==> config.mk <==
export PLATFORM = sky130hd
export DESIGN_NAME = twt_detector
export DESIGN_NICKNAME = d
export VERILOG_FILES = /design/src/shared/twt_pkg.sv /design/src/core/twt_tick_div.sv /design/src/core/twt_ahb_slave.sv /design/src/core/twt_detector.sv
export SDC_FILE = /design/constraint.sdc
export NUM_CORES = 1
export LEC_CHECK = 0
export ABC_AREA = 1
export BUFFER_PORTS_ARGS = -buffer_cell sky130_fd_sc_hd__buf_2
export CORE_UTILIZATION = 60
export CTS_BUF_LIST = sky130_fd_sc_hd__clkbuf_4
export DETAILED_ROUTE_END_ITERATION = 12
export MAX_ROUTING_LAYER = met4
export PLACE_DENSITY_LB_ADDON = 0.3
export SLEW_MARGIN = 20
export SYNTH_ARGS = -nofsm -noshare
export SYNTH_HDL_FRONTEND = slang
export SYNTH_HIERARCHICAL = 1
export SYNTH_SLANG_ARGS = --single-unit
==> constraint.sdc <==
create_clock -name core_clk_in -period 13.92 [get_ports core_clk_in]
set_input_delay 2.784 -clock core_clk_in [delete_from_list [all_inputs] [get_ports core_clk_in]]
set_output_delay 2.784 -clock core_clk_in [all_outputs]
set_load 0.01 [all_outputs]
==> src/shared/twt_pkg.sv <==
// Purpose: shared constants and carrier types of the tilt and wrist tilt detector
// Assumes: register index times four is the byte address on the bus
// Notes:   the control and flag bit positions and every nonzero reset value used by the design live here
package twt_pkg;

  // ----------------------------------------------------------------
  // register indices
  // ----------------------------------------------------------------
  localparam logic [7:0] IDX_ROUTE_CFG = 8'h0b;
  localparam logic [7:0] IDX_CTRL      = 8'h19;
  localparam logic [7:0] IDX_SRC2      = 8'h54;
  localparam logic [7:0] IDX_AXIS_STAT = 8'h55;
  localparam logic [7:0] IDX_TILT_WIN  = 8'h60;
  localparam logic [7:0] IDX_TILT_THR  = 8'h61;
  localparam logic [7:0] IDX_AXIS_SEL  = 8'h62;
  localparam logic [7:0] IDX_WRIST_THR = 8'h63;
  localparam logic [7:0] IDX_WRIST_LAT = 8'h64;
  localparam logic [7:0] IDX_IRQ_STAT  = 8'h65;
  localparam logic [7:0] IDX_IRQ_MASK  = 8'h66;

  // ----------------------------------------------------------------
  // field positions
  // ----------------------------------------------------------------
  localparam int unsigned FN_ENABLE_BIT = 2;
  localparam int unsigned TILT_EN_BIT   = 3;
  localparam int unsigned WRIST_EN_BIT  = 7;
  localparam int unsigned ROUTE_BIT     = 0;
  localparam int unsigned SRC2_FLAG_BIT = 0;
  localparam int unsigned IRQ_TILT_BIT  = 0;
  localparam int unsigned IRQ_WRIST_BIT = 1;
  localparam int unsigned ADDR_LSB      = 2;
  localparam int unsigned ADDR_IDX_MSB  = 9;
  localparam int unsigned THR_SHIFT     = 6;
  localparam int unsigned AXIS_NUM      = 6;

  // ----------------------------------------------------------------
  // reset values and limits
  // ----------------------------------------------------------------
  localparam logic [5:0] AXIS_SEL_RST  = 6'h01;
  localparam logic [7:0] WRIST_THR_RST = 8'h80;
  localparam logic [7:0] WRIST_LAT_RST = 8'h01;
  localparam logic [7:0] TILT_THR_RST  = 8'h20;
  localparam logic [2:0] TILT_WIN_RST  = 3'h4;
  localparam logic [7:0] LAT_MIN       = 8'h01;
  localparam logic [7:0] CNT_MAX       = 8'hff;

  // ----------------------------------------------------------------
  // timing and bus codes
  // ----------------------------------------------------------------
  localparam int unsigned CLK_HZ   = 50_000_000;
  localparam int unsigned EVAL_HZ  = 26;
  localparam int unsigned EVAL_DIV = CLK_HZ / EVAL_HZ;
  localparam int unsigned HTRANS_ACTIVE_BIT = 1;
  localparam logic [2:0]  HSIZE_WORD = 3'h2;
  localparam logic        HRESP_OKAY = 1'b0;

  // ----------------------------------------------------------------
  // carrier types
  // ----------------------------------------------------------------
  typedef struct packed {
    logic [2:0][15:0] axis;
  } twt_accel_t;

  typedef struct packed {
    logic       valid;
    logic [7:0] idx;
  } twt_rd_t;

  typedef struct packed {
    logic       valid;
    logic [7:0] idx;
    logic [7:0] wdata;
  } twt_wr_t;

  typedef enum logic [1:0] {
    AHB_IDLE    = 2'b00,
    AHB_RD_WAIT = 2'b01,
    AHB_RD_DATA = 2'b10
  } twt_ahb_state_t;

  typedef struct packed {
    twt_ahb_state_t state;
    logic [7:0]     idx;
    logic           in_map;
    logic           wr_pend;
    logic [31:0]    hrdata;
  } twt_ahb_st_t;

  typedef struct packed {
    logic [31:0] cnt;
    logic        tick;
  } twt_div_st_t;

  typedef struct packed {
    logic [7:0]                  route;
    logic [7:0]                  ctrl;
    logic                        wrist_flag;
    logic [AXIS_NUM-1:0]         axis_hit;
    logic [2:0]                  tilt_win;
    logic [7:0]                  tilt_thr;
    logic [AXIS_NUM-1:0]         axis_sel;
    logic [7:0]                  wrist_thr;
    logic [7:0]                  wrist_lat;
    logic [1:0]                  irq_st;
    logic [1:0]                  irq_mask;
    logic                        irq;
    logic                        pin_two;
    twt_accel_t                  sample;
    logic [6:0]                  win_cnt;
    logic [2:0][22:0]            sum;
    logic [2:0][15:0]            ref_v;
    logic                        ref_ok;
    logic [AXIS_NUM-1:0][7:0]    lat_cnt;
  } twt_core_st_t;

endpackage

==> src/core/twt_tick_div.sv <==
// Purpose: one-cycle evaluation tick from the core clock
// Assumes: DIV core cycles per tick
// Notes:   tick is registered
`timescale 1ns/1ns
`default_nettype none
module twt_tick_div #(
  parameter int unsigned DIV = twt_pkg::EVAL_DIV
) (
  input  wire logic core_clk_in,
  input  wire logic rst_in,
  output logic      tick_out
);

  twt_pkg::twt_div_st_t st_r;
  twt_pkg::twt_div_st_t st_nxt;

  if (DIV < 2) begin : g_chk
    $error("twt_tick_div: DIV must be at least 2");
  end

  always_comb begin
    st_nxt = st_r;
    st_nxt.tick = 1'b0;
    if (rst_in) begin
      st_nxt = '0;
    end else if (st_r.cnt == 32'(DIV - 1)) begin
      st_nxt.cnt = '0;
      st_nxt.tick = 1'b1;
    end else begin
      st_nxt.cnt = st_r.cnt + 32'h1;
    end
  end

  always_ff @(posedge core_clk_in) begin
    st_r <= st_nxt;
  end

  assign tick_out = st_r.tick;

endmodule
`default_nettype wire

==> src/core/twt_ahb_slave.sv <==
// Purpose: AHB-Lite slave front end for the detector registers
// Assumes: single slave, word transfers, hready is this slave's hreadyout
// Notes:   writes take no wait state, reads take one
`timescale 1ns/1ns
`default_nettype none
module twt_ahb_slave (
  input  wire logic                core_clk_in,
  input  wire logic                rst_in,
  input  wire logic                hsel_in,
  input  wire logic [31:0]         haddr_in,
  input  wire logic [1:0]          htrans_in,
  input  wire logic                hwrite_in,
  input  wire logic [2:0]          hsize_in,
  input  wire logic [31:0]         hwdata_in,
  input  wire logic                hready_in,
  output logic [31:0]              hrdata_out,
  output logic                     hreadyout_out,
  output logic                     hresp_out,
  output twt_pkg::twt_rd_t         rd_out,
  output twt_pkg::twt_wr_t         wr_out,
  input  wire logic [7:0]          rd_data_in
);

  twt_pkg::twt_ahb_st_t st_r;
  twt_pkg::twt_ahb_st_t st_nxt;
  logic                 accept;
  logic                 in_map;

  assign accept = hsel_in && hready_in && htrans_in[twt_pkg::HTRANS_ACTIVE_BIT];
  assign in_map = (haddr_in[31:twt_pkg::ADDR_IDX_MSB+1] == '0)
               && (hsize_in == twt_pkg::HSIZE_WORD);

  always_comb begin
    st_nxt = st_r;
    st_nxt.wr_pend = 1'b0;
    if (rst_in) begin
      st_nxt = '0;
      st_nxt.state = twt_pkg::AHB_IDLE;
    end else begin
      unique case (st_r.state)
        twt_pkg::AHB_RD_WAIT: begin
          st_nxt.hrdata = st_r.in_map ? {24'h0, rd_data_in} : 32'h0;
          st_nxt.state = twt_pkg::AHB_RD_DATA;
        end
        twt_pkg::AHB_IDLE, twt_pkg::AHB_RD_DATA: begin
          st_nxt.state = twt_pkg::AHB_IDLE;
          if (accept) begin
            st_nxt.idx = haddr_in[twt_pkg::ADDR_IDX_MSB:twt_pkg::ADDR_LSB];
            st_nxt.in_map = in_map;
            if (hwrite_in) begin
              st_nxt.wr_pend = in_map;
            end else begin
              st_nxt.state = twt_pkg::AHB_RD_WAIT;
            end
          end
        end
        default: begin
          st_nxt.state = twt_pkg::AHB_IDLE;
        end
      endcase
    end
  end

  always_ff @(posedge core_clk_in) begin
    st_r <= st_nxt;
  end

  assign hrdata_out = st_r.hrdata;
  assign hreadyout_out = (st_r.state != twt_pkg::AHB_RD_WAIT);
  assign hresp_out = twt_pkg::HRESP_OKAY;
  assign rd_out.valid = (st_r.state == twt_pkg::AHB_RD_WAIT) && st_r.in_map;
  assign rd_out.idx = st_r.idx;
  assign wr_out.valid = st_r.wr_pend;
  assign wr_out.idx = st_r.idx;
  assign wr_out.wdata = hwdata_in[7:0];

endmodule
`default_nettype wire

==> src/core/twt_detector.sv <==
// Purpose: tilt change and wrist tilt event detector with AHB-Lite registers
// Assumes: samples come from same-clock logic, 1 g near 16384 counts
// Notes:   both detectors evaluate on the 26 Hz tick with the latest sample
//
// Function
// - raise tilt event when orientation changes
// - tilt uses programmable window and threshold
// - wrist compares chosen semi-axis against limit
// - wrist threshold sets angle, latency sets duration
// - wrist fires after angle held for latency
// - wrist evaluates accelerometer at 26 Hz
// - positive X semi-axis selected after reset
// - wrist runs only with both enables set
// - routing bit drives wrist event to pin two
// - wrist flag readable, read clears latched event
// - axis status shows which semi-axis fired
`timescale 1ns/1ns
`default_nettype none
module twt_detector #(
  parameter int unsigned EVAL_DIV = twt_pkg::EVAL_DIV
) (
  input  wire logic                core_clk_in,
  input  wire logic                rst_in,
  input  wire logic                hsel_in,
  input  wire logic [31:0]         haddr_in,
  input  wire logic [1:0]          htrans_in,
  input  wire logic                hwrite_in,
  input  wire logic [2:0]          hsize_in,
  input  wire logic [31:0]         hwdata_in,
  input  wire logic                hready_in,
  output logic [31:0]              hrdata_out,
  output logic                     hreadyout_out,
  output logic                     hresp_out,
  input  wire logic                sample_valid_in,
  input  wire twt_pkg::twt_accel_t sample_in,
  output logic                     pin_two_out,
  output logic                     irq_out
);

  // ----------------------------------------------------------------
  // helpers
  // ----------------------------------------------------------------
  function automatic logic signed [16:0] sext17(logic [15:0] a);
    return {a[15], a};
  endfunction

  function automatic logic signed [16:0] semi_val(twt_pkg::twt_accel_t smp,
                                                 int unsigned k);
    logic signed [16:0] v;
    v = sext17(smp.axis[k/2]);
    return (k % 2 == 1) ? -v : v;
  endfunction

  function automatic logic [16:0] mag17(logic signed [16:0] d);
    return d[16] ? 17'(-d) : 17'(d);
  endfunction

  function automatic logic [16:0] scale_thr(logic [7:0] t);
    return 17'(t) << twt_pkg::THR_SHIFT;
  endfunction

  function automatic logic [7:0] read_reg(twt_pkg::twt_core_st_t s,
                                          logic [7:0] idx);
    logic [7:0] d;
    d = 8'h00;
    case (idx)
      twt_pkg::IDX_ROUTE_CFG: d = s.route;
      twt_pkg::IDX_CTRL:      d = s.ctrl;
      twt_pkg::IDX_SRC2:      d = 8'(s.wrist_flag) << twt_pkg::SRC2_FLAG_BIT;
      twt_pkg::IDX_AXIS_STAT: d = 8'(s.axis_hit);
      twt_pkg::IDX_TILT_WIN:  d = 8'(s.tilt_win);
      twt_pkg::IDX_TILT_THR:  d = s.tilt_thr;
      twt_pkg::IDX_AXIS_SEL:  d = 8'(s.axis_sel);
      twt_pkg::IDX_WRIST_THR: d = s.wrist_thr;
      twt_pkg::IDX_WRIST_LAT: d = s.wrist_lat;
      twt_pkg::IDX_IRQ_STAT:  d = 8'(s.irq_st);
      twt_pkg::IDX_IRQ_MASK:  d = 8'(s.irq_mask);
      default:                d = 8'h00;
    endcase
    return d;
  endfunction

  // ----------------------------------------------------------------
  // submodules
  // ----------------------------------------------------------------
  twt_pkg::twt_core_st_t st_r;
  twt_pkg::twt_core_st_t st_nxt;
  twt_pkg::twt_rd_t      rd;
  twt_pkg::twt_wr_t      wr;
  logic [7:0]            rd_data;
  logic                  eval_tick;
  logic                  func_on;
  logic                  wrist_on;
  logic                  tilt_on;
  logic [7:0]            lat_eff;
  logic [5:0]            above;
  logic [5:0]            wrist_hit;
  logic                  wrist_evt;
  logic                  tilt_evt;
  logic                  win_end;
  logic [6:0]            win_last;

  twt_ahb_slave u_bus (
    .core_clk_in   (core_clk_in),
    .rst_in        (rst_in),
    .hsel_in       (hsel_in),
    .haddr_in      (haddr_in),
    .htrans_in     (htrans_in),
    .hwrite_in     (hwrite_in),
    .hsize_in      (hsize_in),
    .hwdata_in     (hwdata_in),
    .hready_in     (hready_in),
    .hrdata_out    (hrdata_out),
    .hreadyout_out (hreadyout_out),
    .hresp_out     (hresp_out),
    .rd_out        (rd),
    .wr_out        (wr),
    .rd_data_in    (rd_data)
  );

  twt_tick_div #(
    .DIV (EVAL_DIV)
  ) u_div (
    .core_clk_in (core_clk_in),
    .rst_in      (rst_in),
    .tick_out    (eval_tick)
  );

  assign rd_data = read_reg(st_r, rd.idx);

  // ----------------------------------------------------------------
  // enables and derived values
  // ----------------------------------------------------------------
  assign func_on  = st_r.ctrl[twt_pkg::FN_ENABLE_BIT];
  assign wrist_on = func_on && st_r.ctrl[twt_pkg::WRIST_EN_BIT];
  assign tilt_on  = func_on && st_r.ctrl[twt_pkg::TILT_EN_BIT];
  assign lat_eff  = (st_r.wrist_lat < twt_pkg::LAT_MIN) ? twt_pkg::LAT_MIN
                  : st_r.wrist_lat;
  assign win_last = 7'((8'h01 << st_r.tilt_win) - 8'h01);
  assign win_end  = (st_r.win_cnt == win_last);

  // ----------------------------------------------------------------
  // next state
  // ----------------------------------------------------------------
  always_comb begin
    logic signed [16:0] avg;
    logic               big;
    st_nxt = st_r;
    avg = '0;
    big = 1'b0;
    above = '0;
    wrist_hit = '0;
    tilt_evt = 1'b0;
    if (sample_valid_in) begin
      st_nxt.sample = sample_in;
    end

    // wrist angle per semi-axis
    for (int unsigned k = 0; k < twt_pkg::AXIS_NUM; k++) begin
      // angle above limit on this semi-axis
      above[k] = semi_val(st_r.sample, k)
               > $signed(scale_thr(st_r.wrist_thr));
      if (!wrist_on || !st_r.axis_sel[k]) begin
        st_nxt.lat_cnt[k] = '0;
      end else if (eval_tick) begin
        if (above[k]) begin
          if (st_r.lat_cnt[k] != twt_pkg::CNT_MAX) begin
            st_nxt.lat_cnt[k] = st_r.lat_cnt[k] + 8'h01;
          end
          // once per episode, when held for the latency
          wrist_hit[k] = (st_r.lat_cnt[k] == lat_eff - 8'h01);
        end else begin
          st_nxt.lat_cnt[k] = '0;
        end
      end
    end
    wrist_evt = |wrist_hit;

    // tilt change by windowed average
    if (!tilt_on) begin
      st_nxt.win_cnt = '0;
      st_nxt.sum = '0;
      st_nxt.ref_ok = 1'b0;
    end else if (eval_tick) begin
      for (int unsigned a = 0; a < 3; a++) begin
        st_nxt.sum[a] = st_r.sum[a]
                      + 23'({{7{st_r.sample.axis[a][15]}}, st_r.sample.axis[a]});
      end
      if (win_end) begin
        for (int unsigned a = 0; a < 3; a++) begin
          avg = sext17(16'($signed(st_nxt.sum[a]) >>> st_r.tilt_win));
          if (mag17(avg - sext17(st_r.ref_v[a])) > scale_thr(st_r.tilt_thr)) begin
            big = 1'b1;
          end
        end
        // first window only fixes the reference
        tilt_evt = st_r.ref_ok && big;
        if (!st_r.ref_ok || big) begin
          for (int unsigned a = 0; a < 3; a++) begin
            st_nxt.ref_v[a] = 16'($signed(st_nxt.sum[a]) >>> st_r.tilt_win);
          end
        end
        st_nxt.ref_ok = 1'b1;
        st_nxt.sum = '0;
        st_nxt.win_cnt = '0;
      end else begin
        st_nxt.win_cnt = st_r.win_cnt + 7'h01;
      end
    end

    // software writes
    if (wr.valid) begin
      case (wr.idx)
        twt_pkg::IDX_ROUTE_CFG: st_nxt.route = wr.wdata;
        twt_pkg::IDX_CTRL:      st_nxt.ctrl = wr.wdata;
        twt_pkg::IDX_TILT_WIN:  st_nxt.tilt_win = wr.wdata[2:0];
        twt_pkg::IDX_TILT_THR:  st_nxt.tilt_thr = wr.wdata;
        twt_pkg::IDX_AXIS_SEL:  st_nxt.axis_sel = wr.wdata[5:0];
        twt_pkg::IDX_WRIST_THR: st_nxt.wrist_thr = wr.wdata;
        twt_pkg::IDX_WRIST_LAT: st_nxt.wrist_lat = wr.wdata;
        twt_pkg::IDX_IRQ_STAT:  st_nxt.irq_st = st_r.irq_st & ~wr.wdata[1:0];
        twt_pkg::IDX_IRQ_MASK:  st_nxt.irq_mask = wr.wdata[1:0];
        default: begin
        end
      endcase
    end

    // read side effect, then events win over clears
    if (rd.valid && rd.idx == twt_pkg::IDX_SRC2) begin
      st_nxt.wrist_flag = 1'b0;
    end
    if (wrist_evt) begin
      st_nxt.wrist_flag = 1'b1;
      st_nxt.axis_hit = wrist_hit;
      st_nxt.irq_st[twt_pkg::IRQ_WRIST_BIT] = 1'b1;
    end
    if (tilt_evt) begin
      st_nxt.irq_st[twt_pkg::IRQ_TILT_BIT] = 1'b1;
    end
    st_nxt.irq = |(st_nxt.irq_st & st_nxt.irq_mask);
    st_nxt.pin_two = st_nxt.route[twt_pkg::ROUTE_BIT] && st_nxt.wrist_flag;

    if (rst_in) begin
      st_nxt = '0;
      st_nxt.axis_sel = twt_pkg::AXIS_SEL_RST;
      st_nxt.wrist_thr = twt_pkg::WRIST_THR_RST;
      st_nxt.wrist_lat = twt_pkg::WRIST_LAT_RST;
      st_nxt.tilt_thr = twt_pkg::TILT_THR_RST;
      st_nxt.tilt_win = twt_pkg::TILT_WIN_RST;
    end
  end

  always_ff @(posedge core_clk_in) begin
    st_r <= st_nxt;
  end

  assign pin_two_out = st_r.pin_two;
  assign irq_out  = st_r.irq;
endmodule
`default_nettype wire

==> key figures <==
Outcome
  • Outcome: finished clean

Timing
  • RSZ-0062 raised after global routing: false
  • Final critical-path share of the clock period: 62.9%
  • Peak Freq: 114 MHz
  • Fin. max-slew vios: 0
  • Setup TNS: 0 ns
  • Final Hold Viols: 0
  • Final min period: 8.76 ns
  • Final setup vio count: 0
  • Layout Skew: 0.0749 ns
  • Rel. slew slack: 29.1%
  • Least-Margin Pin Slew: 1.06 ns

Clock network
  • CTS clock-pin slew for the worst setup and hold paths: 0.06 ns
  • Root buffer cell: clkbuf_4
  • Post-CTS sizing: 0
  • Clock Latency Late Sink: 0.90 ns
  • Hold-fix buffers at CTS: 0
  • Clock Path Buffers: 3
  • CTS tree: done
  • Post-CTS setup buffers: 0
  • TritonCTS Buffers: 94
  • H-tree Lvls: 3
  • Total clock sinks: 336

Logic synthesis
  • Synth cell types: 61
  • Syn Area/Cell: 6.13 µm²
  • Number of synthesized flops with an enable pin: 0
  • Synthesized instance count: 4540
  • FFs w/ async S/R, synth: 0%
  • Top FF cell, synth: dfxtp_1
  • Register area share after synthesis: 24.2%
  • FF+latch count, synth: 336
  • Ys Warns: 6
  • Synthesized area: 27800 µm²

Cells and area
  • Commonest non-fill, non-tap cell in the layout: nand2_1
  • Area delta synth->final: 6.17%
  • Nets: 4935
  • Layout cells sized above 1: 8.25%
  • Most frequent cells in the layout: nand2_1 (1265), inv_1 (579), nor2_1 (483)
  • FILL cells: 4328
  • Fin util: 64.8%

Placement
  • GPL Wtd Cong: 0.952
  • PortBufs: 106
  • Dpl hpwl: 57900 µm

Route
  • Drt initial violations: 2371
  • Total vias in the final route: 29100
  • Drt pass-1 iters: 7
  • DR vias/cell: 5.50
  • Final WL: 76100 µm
  • Routed Antenna Nets: 0
  • Drc violations: 0
  • Wire per inst: 14.4 µm

Global route
  • Vias in the first global route: 25500
  • Largest net degree at the start of global routing: 88
  • First-pass GRT wire length: 124000 µm
  • GRT Util Overall: 32.8%
  • Initial antenna violation count: 3
  • Grt total ovfl: 0

Worst setup path
  • WP data arrival: 9.49 ns
  • Reg2reg end: st_r[74]$_SDFFE_PP0P_
  • Worst setup EP type: register
  • CP required: 14.64 ns
  • CP startpoint kind: register
  • Worst Setup Path Type: reg -> reg
  • CP max stage cell: nand2_2
  • Max stage delay on crit path: 1.16 ns
  • Most used cell, CP: nand2_1
  • CP Max Fanout: 56
  • FF-to-FF Start: st_r[173]$_SDFFE_PP0P_
  • Worst R2R Path Depth: 44
  • R2R setup slack: 5.16 ns

Die
  • Die W: 217 µm
  • Ports: 159
  • Die Y: 217 µm
  • CORE AREA: 45600 µm²
  • Die ar.: 47200 µm²
  • FP Rows: 78
  • Starting density of the core: 61.0%

Power
  • Gate power share: 22.8%
  • Clk pwr share: 36.8%
  • VDD IR max: 72.8 µV
  • Pint: 1.62 mW
  • Switching pwr: 834 µW
  • Switch share: 34.0%
  • Pwr Density: 83.1 nW/µm²
  • Leakage: 14.0 nW
  • Flop pwr share: 40.4%

Min path
  • HP Start: u_div/st_r[1]$_SDFF_PP0_
  • Worst Hold Path Cells: 1
  • Hold endpoint: u_div/st_r[1]$_SDFF_PP0_
  • Hold Crit Class: reg -> reg

Run
  • Max cap viols: 0
-- state kept, by name, summed over array words and instances, names as in the netlist --
signal            cells
irq_out               1
func_on               1
u_bus/st_r            3
pin_two_out           1
u_div/tick_out        1
u_bus/hrdata_out      8
u_bus/rd_out          8
st_r                280
u_bus/wr_out          1
u_div/st_r           32
-- Yosys cell counts, drive strengths merged (4+ instances only) --
master / instances / area, µm²
xor2: 108 / 946
a221oi: 7 / 61.3
fa: 6 / 120
o2111ai: 6 / 52.6
ha: 199 / 2490
buf: 93 / 661
o41ai: 4 / 35.0
nand4: 56 / 350
o31ai: 5 / 42.5
a211oi: 28 / 210
o22ai: 18 / 113
and2: 7 / 43.8
xnor2: 41 / 359
a31oi: 15 / 93.8
a21oi: 353 / 1790
nand2: 1292 / 4930
inv: 597 / 2240
o21bai: 16 / 120
nand3b: 16 / 120
nor3b: 6 / 45.0
dfxtp: 336 / 6730
or2: 17 / 106
clkbuf: 82 / 308
mux2i: 5 / 50.1
nor3: 60 / 305
nor2: 520 / 2080
o21ai: 248 / 1250
nor4: 24 / 150
a21o: 6 / 45.0
o211ai: 15 / 113
nand3: 325 / 1640
a22oi: 5 / 37.5
-- cell type report --
| cell class | count | area, µm² | share of cell area (%) |
|---|---|---|---|
| Timing Repair Buffer | 122 | 651 | 2.20 |
| Tap cell | 600 | 751 | 2.54 |
| Clock inverter | 37 | 190 | 0.644 |
| Inverter | 599 | 2250 | 7.62 |
| Multi-Input combinational cell | 3454 | 18000 | 60.9 |
| Sequential cell | 336 | 6730 | 22.8 |
| Clock buffer | 129 | 968 | 3.28 |
| Antenna cell | 6 | 15.0 | 0.0508 |
-- through the flow --
step	instances	hold WS [ns]	setup slack [ns]	area, µm²	power [mW]
after global routing	5283	0.466	4.25	29500	2.61
final	5283	0.450	5.16	29500	2.46
after detailed placement	5111	0.439	5.34	28400	1.57
after CTS	5277	0.452	5.26	29500	2.47
after floorplan	4564	0.417	8.25	27900	1.45
after global placement	5111	0.431	5.53	28400	1.55
-- kinds of logic after synthesis --
logic type | Yosys count | synth area share [%]
AND/OR/NAND/NOR | 2329 | 35.3
buffers and inverters | 774 | 11.6
AO/OA/AOI/OAI | 741 | 14.7
flip-flops | 336 | 24.2
adder cells (fa/ha/maj) | 205 | 9.38
XOR/XNOR | 149 | 4.69
multiplexers | 5 | 0.180
other | 1 | 0.0135
-- routing by layer --
metal	wire length [µm]	part of all wire, %	track usage (%)
met1	35700	47	45.3
met2	32000	42	48.7
met3	6440	8.5	5.30
met4	1960	2.6	9.93
met5	0	0	-
-- worst max-delay path: cells and delay by family (launching register included) --
family | cells | cell delay [ns]
flip-flops | 1 | 0.36
AO/OA/AOI/OAI | 6 | 1.44
adder cells (fa/ha/maj) | 4 | 1.46
AND/OR/NAND/NOR | 26 | 4.12
multiplexers | 1 | 0.14
buffers and inverters | 5 | 0.54
XOR/XNOR | 2 | 0.54
-- how the worst max path moves through the flow --
stage	slack [ns]	to	cells past startpoint	startpoint
6_report	5.16	st_r[74]$_SDFFE_PP0P_	44	st_r[173]$_SDFFE_PP0P_
5_1_grt	4.25	st_r[75]$_SDFFE_PP0P_	44	st_r[173]$_SDFFE_PP0P_
4_1_cts	5.26	st_r[74]$_SDFFE_PP0P_	44	st_r[173]$_SDFFE_PP0P_
3_5_place_dp	5.34	st_r[74]$_SDFFE_PP0P_	44	st_r[173]$_SDFFE_PP0P_
3_3_place_gp	5.53	st_r[54]$_SDFFE_PP0P_	44	st_r[173]$_SDFFE_PP0P_
2_1_floorplan	8.25	st_r[73]$_SDFFE_PP0P_	44	st_r[173]$_SDFFE_PP0P_
-- power groups by stage --
stage	Combinational (mW)	Sequential, mW	Clock [mW]
2_1_floorplan	0.443	1.00	0
3_3_place_gp	0.540	1.01	0
3_5_place_dp	0.552	1.01	0
4_1_cts	0.554	0.992	0.924
5_1_grt	0.645	0.994	0.970
6_report	0.559	0.993	0.903
Note: power is estimated with default switching activity, not from simulation.
